[src/pwdb_pkg.sv]
// Functional notes
// (RULE1) PWM mode drives the output pin with up to 10-bit duty resolution.
// (RULE2) Software clears the pin direction bit so the waveform reaches the pin.
// (RULE3) Clearing channel control forces the channel output latch low, port latch untouched.
// (RULE4) Period comes from period_reg; counter counts up to it.
// (RULE5) On counter equal to period, next increment clears the counter.
// (RULE6) New period sets the pin high unless duty is zero.
// (RULE7) At period end the duty value is copied into the active buffer.
// (RULE8) Postscaler does not affect PWM period or frequency.
// (RULE9) Duty is duty_high_bits_reg as MSBs and control bits 5:4 as LSBs.
// (RULE10) Duty writes accepted anytime, take effect only after a period match.
// (RULE11) Active duty buffer is readable but ignores writes in PWM mode.
// (RULE12) Active duty held in 8-bit buffer plus a 2-bit internal latch.
// (RULE13) Pin clears when buffered duty equals counter extended by two phase bits.
// (RULE14) Duty longer than period never clears the pin; output stays high.
// (RULE15) Counter prescaler divides the instruction clock by one, four or sixteen.
// (RULE16) Software sets period, duty, pin direction, prescale and timer, then PWM mode.
// (RULE17) Extension bits: quarter phase at prescale one, else prescaler top bits.
package pwdb_pkg;
  // ----------------------------------------
  // Register map
  // ----------------------------------------
  localparam logic [11:0] PWDB_OFS_DUTY_HI = 12'h000;
  localparam logic [11:0] PWDB_OFS_ACTIVE = 12'h004;
  localparam logic [11:0] PWDB_OFS_CTRL = 12'h008;
  localparam logic [11:0] PWDB_OFS_PERIOD = 12'h00C;
  localparam logic [11:0] PWDB_OFS_TIMER_CTRL = 12'h010;
  localparam logic [11:0] PWDB_OFS_COUNTER = 12'h014;
  localparam logic [11:0] PWDB_OFS_DIR = 12'h018;
  // ----------------------------------------
  // Fields
  // ----------------------------------------
  localparam int PWDB_CTRL_DUTY_LO_POS = 4;
  localparam int PWDB_CTRL_MODE_POS = 0;
  localparam int PWDB_TC_ON_POS = 2;
  localparam int PWDB_TC_PS_POS = 0;
  localparam int PWDB_TC_POST_POS = 3;
  localparam logic [3:0] PWDB_MODE_PWM = 4'hC;
  localparam logic [7:0] PWDB_CTRL_RST = 8'h00;
  localparam logic [7:0] PWDB_PERIOD_RST = 8'hFF;
  localparam logic [7:0] PWDB_TC_RST = 8'h00;
  localparam logic [7:0] PWDB_DUTY_RST = 8'h00;
  localparam logic PWDB_DIR_RST = 1'b1;
  // ----------------------------------------
  // Prescale selections
  // ----------------------------------------
  typedef enum logic [1:0] {PWDB_PS_1 = 2'h0, PWDB_PS_4 = 2'h1, PWDB_PS_16 = 2'h2,
    PWDB_PS_16B = 2'h3} pwdb_ps_t;
  localparam logic [1:0] PWDB_QPHASE_LAST = 2'h3;
endpackage : pwdb_pkg

[src/pwdb_compare.sv]
`timescale 1ns/1ps
`default_nettype none
module pwdb_compare
(
  input wire logic [9:0] duty,
  input wire logic [7:0] count,
  input wire logic [1:0] ext_bits,
  output logic hit
);
  // Ten-bit match against counter plus sub-cycle bits
  assign hit = (duty == {count, ext_bits}); // RULE13
endmodule : pwdb_compare
`default_nettype wire

[src/pwdb_prescaler.sv]
`timescale 1ns/1ps
`default_nettype none
module pwdb_prescaler
  import pwdb_pkg::*;
(
  input wire logic clk,
  input wire logic rst,
  input wire logic run,
  input wire logic [1:0] ps_sel,
  output logic tick,
  output logic [1:0] ext_bits
);
  logic [1:0] qphase_q;
  logic [3:0] div_q;
  logic qend;
  logic div_end;

  // ----------------------------------------
  // Quarter-cycle phase and divider
  // ----------------------------------------
  assign qend = (qphase_q == PWDB_QPHASE_LAST);

  always_ff @(posedge clk)
  begin
    if (rst || !run)
      qphase_q <= 2'h0;
    else
      qphase_q <= qphase_q + 2'h1;
  end

  always_ff @(posedge clk)
  begin
    if (rst || !run)
      div_q <= 4'h0;
    else if (qend)
    begin
      if (div_end)
        div_q <= 4'h0;
      else
        div_q <= div_q + 4'h1;
    end
  end

  // Ratios one, four, sixteen of the instruction clock
  always_comb
  begin
    case (ps_sel)
      PWDB_PS_1: div_end = 1'b1; // RULE15
      PWDB_PS_4: div_end = (div_q[1:0] == 2'h3); // RULE15
      default: div_end = (div_q == 4'hF); // RULE15
    endcase
  end

  assign tick = run && qend && div_end;

  // Sub-cycle bits so duty compares in oscillator units times the prescale
  always_comb
  begin
    case (ps_sel)
      PWDB_PS_1: ext_bits = qphase_q; // RULE17
      PWDB_PS_4: ext_bits = div_q[1:0]; // RULE17
      default: ext_bits = div_q[3:2]; // RULE17
    endcase
  end
endmodule : pwdb_prescaler
`default_nettype wire

[src/pwdb_top.sv]
`timescale 1ns/1ps
`default_nettype none
module pwdb_top
  import pwdb_pkg::*;
(
  input wire logic clk,
  input wire logic rst,
  input wire logic psel,
  input wire logic penable,
  input wire logic pwrite,
  input wire logic [11:0] paddr,
  input wire logic [31:0] pwdata,
  output logic [31:0] prdata,
  output logic pready,
  output logic pslverr,
  output logic pwm_out,
  output logic pwm_oe,
  output logic period_tick
);
  import pwdb_pkg::*;

  logic [7:0] duty_hi_q;
  logic [7:0] active_q;
  logic [1:0] active_lo_q;
  logic [7:0] ctrl_q;
  logic [7:0] period_q;
  logic [7:0] tctrl_q;
  logic [7:0] count_q;
  logic dir_q;
  logic latch_q;
  logic [3:0] post_q;
  logic [31:0] prdata_q;
  logic rd_done_q;
  logic wrap_q;
  logic wr;
  logic rd;
  logic pwm_mode;
  logic run;
  logic tick;
  logic [1:0] ext_bits;
  logic match;
  logic wrap;
  logic hit;
  logic [9:0] duty_next;
  logic in_map;

  // ----------------------------------------
  // APB slave
  // ----------------------------------------
  assign wr = psel && penable && pwrite;
  assign rd = psel && penable && !pwrite;

  // One wait state on reads, so registered read data stands when pready is high
  always_ff @(posedge clk)
  begin
    if (rst)
      rd_done_q <= 1'b0;
    else
      rd_done_q <= rd && !rd_done_q;
  end

  assign pready = !rd || rd_done_q;

  always_comb
  begin
    if (paddr == PWDB_OFS_DUTY_HI)
      in_map = 1'b1;
    else if (paddr == PWDB_OFS_ACTIVE)
      in_map = 1'b1;
    else if (paddr == PWDB_OFS_CTRL)
      in_map = 1'b1;
    else if (paddr == PWDB_OFS_PERIOD)
      in_map = 1'b1;
    else if (paddr == PWDB_OFS_TIMER_CTRL)
      in_map = 1'b1;
    else if (paddr == PWDB_OFS_COUNTER)
      in_map = 1'b1;
    else if (paddr == PWDB_OFS_DIR)
      in_map = 1'b1;
    else
      in_map = 1'b0;
  end

  assign pslverr = psel && penable && !in_map;

  // Duty registers take writes at any time
  always_ff @(posedge clk)
  begin
    if (rst)
      duty_hi_q <= PWDB_DUTY_RST;
    else if (wr && paddr == PWDB_OFS_DUTY_HI)
      duty_hi_q <= pwdata[7:0]; // RULE10
  end

  always_ff @(posedge clk)
  begin
    if (rst)
      ctrl_q <= PWDB_CTRL_RST;
    else if (wr && paddr == PWDB_OFS_CTRL)
      ctrl_q <= {2'h0, pwdata[5:0]};
  end

  always_ff @(posedge clk)
  begin
    if (rst)
      period_q <= PWDB_PERIOD_RST;
    else if (wr && paddr == PWDB_OFS_PERIOD)
      period_q <= pwdata[7:0]; // RULE4
  end

  always_ff @(posedge clk)
  begin
    if (rst)
      tctrl_q <= PWDB_TC_RST;
    else if (wr && paddr == PWDB_OFS_TIMER_CTRL)
      tctrl_q <= {1'b0, pwdata[6:0]};
  end

  // Direction bit: one means input, pin released
  always_ff @(posedge clk)
  begin
    if (rst)
      dir_q <= PWDB_DIR_RST;
    else if (wr && paddr == PWDB_OFS_DIR)
      dir_q <= pwdata[0];
  end

  always_ff @(posedge clk)
  begin
    if (rst)
      prdata_q <= 32'h0000_0000;
    else if (rd && !rd_done_q)
    begin
      if (paddr == PWDB_OFS_DUTY_HI)
        prdata_q <= {24'h000000, duty_hi_q};
      else if (paddr == PWDB_OFS_ACTIVE)
        prdata_q <= {24'h000000, active_q}; // RULE11
      else if (paddr == PWDB_OFS_CTRL)
        prdata_q <= {24'h000000, ctrl_q};
      else if (paddr == PWDB_OFS_PERIOD)
        prdata_q <= {24'h000000, period_q};
      else if (paddr == PWDB_OFS_TIMER_CTRL)
        prdata_q <= {24'h000000, tctrl_q};
      else if (paddr == PWDB_OFS_COUNTER)
        prdata_q <= {24'h000000, count_q};
      else if (paddr == PWDB_OFS_DIR)
        prdata_q <= {24'h000000, 7'h00, dir_q};
      else
        prdata_q <= 32'h0000_0000;
    end
  end

  // Loaded in the wait state, held until the next read
  assign prdata = prdata_q;

  // ----------------------------------------
  // Period timer
  // ----------------------------------------
  assign run = tctrl_q[PWDB_TC_ON_POS];
  assign pwm_mode = (ctrl_q[3:0] == PWDB_MODE_PWM);

  pwdb_prescaler u_ps
  (
    .clk(clk),
    .rst(rst),
    .run(run),
    .ps_sel(tctrl_q[PWDB_TC_PS_POS +: 2]),
    .tick(tick),
    .ext_bits(ext_bits)
  );

  assign match = (count_q == period_q);
  assign wrap = tick && match;

  always_ff @(posedge clk)
  begin
    if (rst)
      count_q <= 8'h00;
    else if (wr && paddr == PWDB_OFS_COUNTER)
      count_q <= pwdata[7:0];
    else if (wrap)
      count_q <= 8'h00; // RULE5
    else if (tick)
      count_q <= count_q + 8'h01; // RULE4
  end

  // Postscaler only paces the period tick output, never the PWM
  always_ff @(posedge clk)
  begin
    if (rst || !run)
      post_q <= 4'h0;
    else if (wrap)
    begin
      if (post_q == tctrl_q[PWDB_TC_POST_POS +: 4])
        post_q <= 4'h0; // RULE8
      else
        post_q <= post_q + 4'h1;
    end
  end

  assign period_tick = wrap && (post_q == tctrl_q[PWDB_TC_POST_POS +: 4]); // RULE8

  // ----------------------------------------
  // Duty double buffer
  // ----------------------------------------
  assign duty_next = {duty_hi_q, ctrl_q[PWDB_CTRL_DUTY_LO_POS +: 2]}; // RULE9

  // Active buffer has no write path, so bus writes are ignored
  always_ff @(posedge clk)
  begin
    if (rst)
    begin
      active_q <= PWDB_DUTY_RST;
      active_lo_q <= 2'h0;
    end
    else if (wrap)
    begin
      active_q <= duty_next[9:2]; // RULE7 RULE12
      active_lo_q <= duty_next[1:0]; // RULE12
    end
  end

  pwdb_compare u_cmp
  (
    .duty({active_q, active_lo_q}),
    .count(count_q),
    .ext_bits(ext_bits),
    .hit(hit)
  );

  // ----------------------------------------
  // Output latch
  // ----------------------------------------
  // Set trails the wrap by one cycle, as the clear trails its match,
  // so the high time is exactly the duty count
  always_ff @(posedge clk)
  begin
    if (rst)
      wrap_q <= 1'b0;
    else
      wrap_q <= wrap;
  end

  // Long duty never hits within the period, so output stays high
  always_ff @(posedge clk)
  begin
    if (rst || ctrl_q == 8'h00)
      latch_q <= 1'b0; // RULE3
    else if (!pwm_mode)
      latch_q <= 1'b0;
    else if (wrap_q)
      latch_q <= ({active_q, active_lo_q} != 10'h000); // RULE6 RULE7
    else if (run && hit)
      latch_q <= 1'b0; // RULE13 RULE14
  end

  assign pwm_out = latch_q; // RULE1
  assign pwm_oe = !dir_q; // RULE2
endmodule : pwdb_top
`default_nettype wire

[config.mk]
export PLATFORM = sky130hd
export DESIGN_NAME = pwdb_top
export DESIGN_NICKNAME = d
export VERILOG_FILES = /design/src/pwdb_pkg.sv /design/src/pwdb_compare.sv /design/src/pwdb_prescaler.sv /design/src/pwdb_top.sv
export SDC_FILE = /design/constraint.sdc
export NUM_CORES = 1
export LEC_CHECK = 0
export ABC_AREA = 1
export BUFFER_PORTS_ARGS = -buffer_cell sky130_fd_sc_hd__buf_4
export CORE_UTILIZATION = 57
export CTS_BUF_LIST = sky130_fd_sc_hd__clkbuf_4 sky130_fd_sc_hd__clkbuf_8
export DETAILED_ROUTE_END_ITERATION = 10
export GPL_TIMING_DRIVEN = 0
export PLACE_DENSITY = 0.93
export SYNTH_ARGS = -nofsm -noshare
export SYNTH_HDL_FRONTEND = slang
export SYNTH_SLANG_ARGS = --single-unit
[constraint.sdc]
create_clock -name clk -period 2.1 [get_ports clk]
set_input_delay 0.21 -clock clk [delete_from_list [all_inputs] [get_ports clk]]
set_output_delay 0.21 -clock clk [all_outputs]
set_load 0.01 [all_outputs]
## Word level (Yosys, flattened, before mapping)

Index checks and enable logic that the tools add are counted.

- Input port bits: 49
- Register bits after elaboration: 93
- Word-level logic and storage cells: 89
- Output and inout port bits: 37

- Multiplexer cells: 23
- Reduce and logical (&&, ||, !) cells: 32
- Bitwise gates (word level): 1
- Equal/unequal tests: 14
- Add/subtract/negate cells: 4

Operators with widths:

| cell | number |
|---|---|
| 2-to-1 mux 8 bit | 9 |
| == test 12 x 5 -> 1 bit (second input constant) | 3 |
| == test 12 x 4 -> 1 bit (second input constant) | 2 |
| logical AND 1 bit | 16 |
| == test 12 x 3 -> 1 bit (second input constant) | 1 |
| zero test 12 bit | 1 |
| == test 10 bit | 1 |
| 2-to-1 mux 1 bit | 10 |
| nonzero test 10 bit | 1 |
| adder 4 x 1 -> 4 bit (second input constant) | 2 |
| adder 8 x 1 -> 8 bit (second input constant) | 1 |
| == test 4 bit (second input constant) | 2 |
| == test 8 bit | 1 |
| zero test 8 bit | 1 |
| 2-to-1 mux 4 bit | 2 |
| zero test 1 bit | 6 |
| == test 2 bit (second input constant) | 2 |
| == test 4 bit | 1 |
| case mux 2 bit (2 select lines) | 1 |
| logical OR 1 bit | 3 |
| nonzero test 3 bit | 1 |
| adder 2 x 1 -> 2 bit (second input constant) | 1 |
| == test 2 x 1 -> 1 bit (second input constant) | 1 |
| zero test 2 bit | 1 |
| 4 further kinds | 4 |

## Logic depth before layout (Yosys ltp)

- Depth after elaboration: 10
- Mapped depth: 11
- Gate-level depth less buffers: 11

## Modules after synthesis

From an unflattened synthesis, not the netlist that was laid out.

- Cells, all modules: 638
- Area total of the unflattened synthesis: 4252.8 µm²

By module, submodules not included:

| module | seq. area each (µm²) | cells an instance | area each (µm²) | times used |
|---|---|---|---|---|
| pwdb_top | 1261.2 | 540 | 3712.3 | 1 |
| pwdb_prescaler | 120.1 | 54 | 359.1 | 1 |
| pwdb_compare | 0.0 | 44 | 181.4 | 1 |

## Worst setup path after synthesis

No wires, ideal clock.

- Path type: register -> output
- Start: register u_ps.qphase_q[0]
- End: output port period_tick
- Required time: 1.890 ns
- Arrival time: 1.411 ns
- Setup slack: 0.479 ns
- Path buffers: 1
- Stages on the path, launching flop included: 9
- Path through: dfxtp_1 > ha_1 > inv_1 > nor2_1 > nand2_2 > nor2_4 > inv_2 > buf_6 > nor2_1

- Word-level cells in the longest chain between the ends: 5

Ends and longest elaborated chain:

| item | line | text |
|---|---|---|
| from (decl) | pwdb_prescaler.sv:13 | `logic [1:0] qphase_q;` |
| from (signal assigned) | pwdb_prescaler.sv:28 | `qphase_q <= qphase_q + 2'h1;` |
| == test 2 bit | pwdb_prescaler.sv:21 | `assign qend = (qphase_q == PWDB_QPHASE_LAST);` |
| logical AND 1 bit (2 in series) | pwdb_prescaler.sv:54 | `assign tick = run && qend && div_end;` |
| logical AND 1 bit | pwdb_top.sv:173 | `assign wrap = tick && match;` |
| logical AND 1 bit | pwdb_top.sv:201 | `assign period_tick = wrap && (post_q == tctrl_q[PWDB_TC_POST_POS +: 4]);` |
| to (decl) | pwdb_top.sv:18 | `output logic period_tick` |

Every way passes these cells.

## Worst setup path after layout

- Start: register count_q[1]
- End: output port period_tick

- Word-level cells in the longest chain between the ends: 3

Ends and longest elaborated chain:

| item | line | text |
|---|---|---|
| from (decl) | pwdb_top.sv:28 | `logic [7:0] count_q;` |
| from (signal assigned) | pwdb_top.sv:180 | `count_q <= pwdata[7:0];` |
| from (signal assigned) | pwdb_top.sv:184 | `count_q <= count_q + 8'h01;` |
| == test 8 bit | pwdb_top.sv:172 | `assign match = (count_q == period_q);` |
| logical AND 1 bit | pwdb_top.sv:173 |  |
| logical AND 1 bit | pwdb_top.sv:201 |  |

Every way passes these cells.

==> out/qor.yml <==
setup_path:
  worst-setup-path-type: "flip-flop to output pin"
  reg2reg_from: "u_ps.div_q[0]$_SDFFE_PP0N_"
  cp.required_ps: 1890
  r2r_cells: 9
  r2r_slack_ps: 370
  end_kind: "output pin"
  crit_fanout: 12
  crit_start: "count_q[1]$_SDFFE_PP0P_"
  cp.arrival_ps: 1770
  r2r-end: "count_q[2]$_SDFFE_PP0P_"
  crit_path_start_kind: "flip-flop"
  crit_end: "period_tick"
synthesis:
  synth_edf_count: 0
  yosys-top-cells-count: "nand2_1 (99), dfxtp_1 (69), inv_1 (62)"
  post-synth-top-area-cell: "dfxtp_1"
  synth_ff_type: "dfxtp_1"
  synth.avg_cell_area_um2: 7.038
  synth_top_area_share: 0.3505
  synth.distinct_cells: 43
  seq_area_frac_synth: 0.3505
  yosysMostFrequentCell: "nand2_1"
  synth_area_leaders: "dfxtp_1 (35%), nand2_1 (9.4%), a21oi_1 (6.3%)"
  ys_ff_latch: 69
  syn_area_mm2: 0.003941
  synthCells: 560
  ys_warn_count: 0
  synthArstFlopShare: 0
routing:
  drt_iter0_markers: 473
  wire_per_inst_um: 16.15
  via_count: 4047
  wl_um: 11560
  ant_nets: 0
  drc: 0
  routed_via_density: 5.652
  dr.pass1.iters: 5
pwr:
  pwr-share-clk: 0.445
  power_switching_uw: 645.8
  comb_power_share: 0.072
  internal-power_mw: 2.075
  p_sw_frac: 0.2373
  ir_worst_vdd_mv: 0.5811
  p_seq_frac: 0.483
  powerDensity_mw_per_mm2: 580.1
  p_leak_nw: 2.073
floorplan:
  die_y_um: 85.16
  initial_core_util: 0.6068
  coreArea_mm2: 0.006495
  die_w_um: 85.16
  pin_count: 86
  fp.dieArea_mm2: 0.007251
  num_rows: 29
global_routing:
  grt_overflow: 0
  grt_antenna_before_repair: 0
  grt_first_pass_wirelength_um: 18000
  groute.usage.overall: 0.3273
  grt_max_degree: 13
  grt_pass1_vias: 3655
cells_and_area:
  syn2layout_area_growth_pct: 19.02
  drive_above_1_share: 0.2128
  final_area_mm2: 0.004691
  antenna_cells: 0
  nets: 687
placed_design:
  gp_congestion: 0.9675
  port-buffer-count: 36
  placed_area_mm2: 0.004394
  hpwl_um: 8571
clocking:
  htreeDepth: 3
  cts-buffers-inserted: 9
  cts-root-buf: "clkbuf_8"
  tritoncts: "done"
  clk_pin_slew_ps: 80
  clock_path_buffers: 2
  clk_latency_ps: 350
  clock_sinks: 69
timing:
  finalCriticalPeriod_ps: 1980
  period_share: 0.9427
  timing.slew.headroom: 0.5313
  hold_viol: 0
  grt_setup_unrepaired: "false"
  fin_skew_ps: 11.88
  slew_violations: 0
  finalSetupTns_ps: 0
  setup_violations: 0
  clock.fmax_mhz: 505.2
  worst_pin_slew_ps: 703.0
worst_hold_path:
  min_path_type: "primary input to flip-flop"
flow_run:
  max-cap-violations: 0
status:
  status: "finished, final reports clean"
[area by class of cell]
class                      instances  area (um^2)
buffer                            41        290.3
clock buffer                      10        131.4
clock inverter                     6        87.58
fill                             524         1804
inverter                          69        259.0
multi-input combinational        401         2112
sequential                        69         1391
tap                               77        96.34
timing repair buffer              43        322.8
[critical path, cell delays in order (launching register included)]
cell	delay (ps)
dfxtp_2	360
or2_1	250
a21oi_2	150
nand4_2	150
nor2_4	150
inv_2	130
nor2_1	110
buf_4	120
[per-stage QoR]
stage | power (mW) | std cells | util | setup WS (ps) | hold WS [ps]
after floorplan | 1.455 | 583 | - | 478.8 | 364.4
after global placement | 1.532 | 696 | 0.6766 | 72.76 | 438.6
after detailed placement | 1.535 | 696 | 0.6766 | 37.72 | 461.6
after CTS | 2.709 | 712 | 0.7141 | 4.801 | 120.5
after global routing | 2.790 | 716 | 0.7222 | 34.22 | 157.4
final | 2.721 | 716 | 0.7222 | 120.4 | 126.1
[power groups by stage]
stage,Combinational [mW],Clock [mW],Sequential [mW]
global placement,0.187,0,1.35
CTS,0.191,1.20,1.31
finish,0.195,1.21,1.31
detailed placement,0.189,0,1.35
global route,0.210,1.27,1.31
floorplan,0.108,0,1.35
[layer usage]
| layer | routed length, um | GRT usage | vias up |
|---|---|---|---|
| met3 | 1248 | 0.07101 | 36 |
| met4 | 362 | 0.1649 | 0 |
| met2 | 5259 | 0.5154 | 262 |
| met5 | 0 | 0 | - |
| li1 | - | - | 1941 |
| met1 | 4693 | 0.4244 | 1808 |
[logic make-up after synthesis]
logic type                 after synthesis  share of synthesized area
AOI/OAI and AO/OA                      121                     0.1686
adders and majority gates                4                    0.01270
and+or+nand+nor                        231                     0.2759
other                                    1                  0.0009515
buffers and inverters                  113                     0.1448
xor gates and xnor gates                21                    0.04667
DFF                                     69                     0.3505
[registers in the layout, indices dropped and copies added (netlist names)]
| register | count |
|---|---|
| prdata | 8 |
| pwm_out | 1 |
| ctrl_q | 6 |
| active_lo_q | 2 |
| active_q | 8 |
| dir_q | 1 |
| u_ps.div_q | 4 |
| duty_hi_q | 8 |
| count_q | 8 |
| post_q | 4 |
| wrap_q | 1 |
| rd_done_q | 1 |
| period_q | 8 |
| tctrl_q | 7 |
| u_ps.qphase_q | 2 |
[what timing repair did]
item                       CTS  global route
setup buffers                2             5
setup endpoints to repair    1             1
resized for setup            8             9
hold buffers                 0             0
pin swaps                    3             4
[worst min-delay path by stage]
stage                                            from                           to  slack [ps]  cells after the start
final                                       pwdata[7]     period_q[7]$_SDFFE_PP1P_         130                      3
after CTS                                   pwdata[7]     period_q[7]$_SDFFE_PP1P_         120                      3
after floorplan                             pwdata[7]     period_q[7]$_SDFFE_PP1P_         360                      2
after global placement    u_ps.qphase_q[0]$_SDFF_PP0_  u_ps.qphase_q[0]$_SDFF_PP0_         440                      1
after detailed placement            wrap_q$_SDFF_PP0_         pwm_out$_SDFFE_PP0P_         460                      2
after global routing                        pwdata[7]    duty_hi_q[7]$_SDFFE_PP0P_         160                      3
[layout by cell type (no fill, tap or decap), types with 16 or more instances in the layout]
| cell | n |
|---|---|
| buf_4 | 68 |
| nand3_1 | 36 |
| inv_1 | 61 |
| xor2_1 | 16 |
| nor2_1 | 44 |
| a21oi_1 | 49 |
| dfxtp_1 | 61 |
| nand2_1 | 99 |
| o21ai_0 | 44 |
| conb_1 | 24 |
Power figures use the tool's default switching activity.
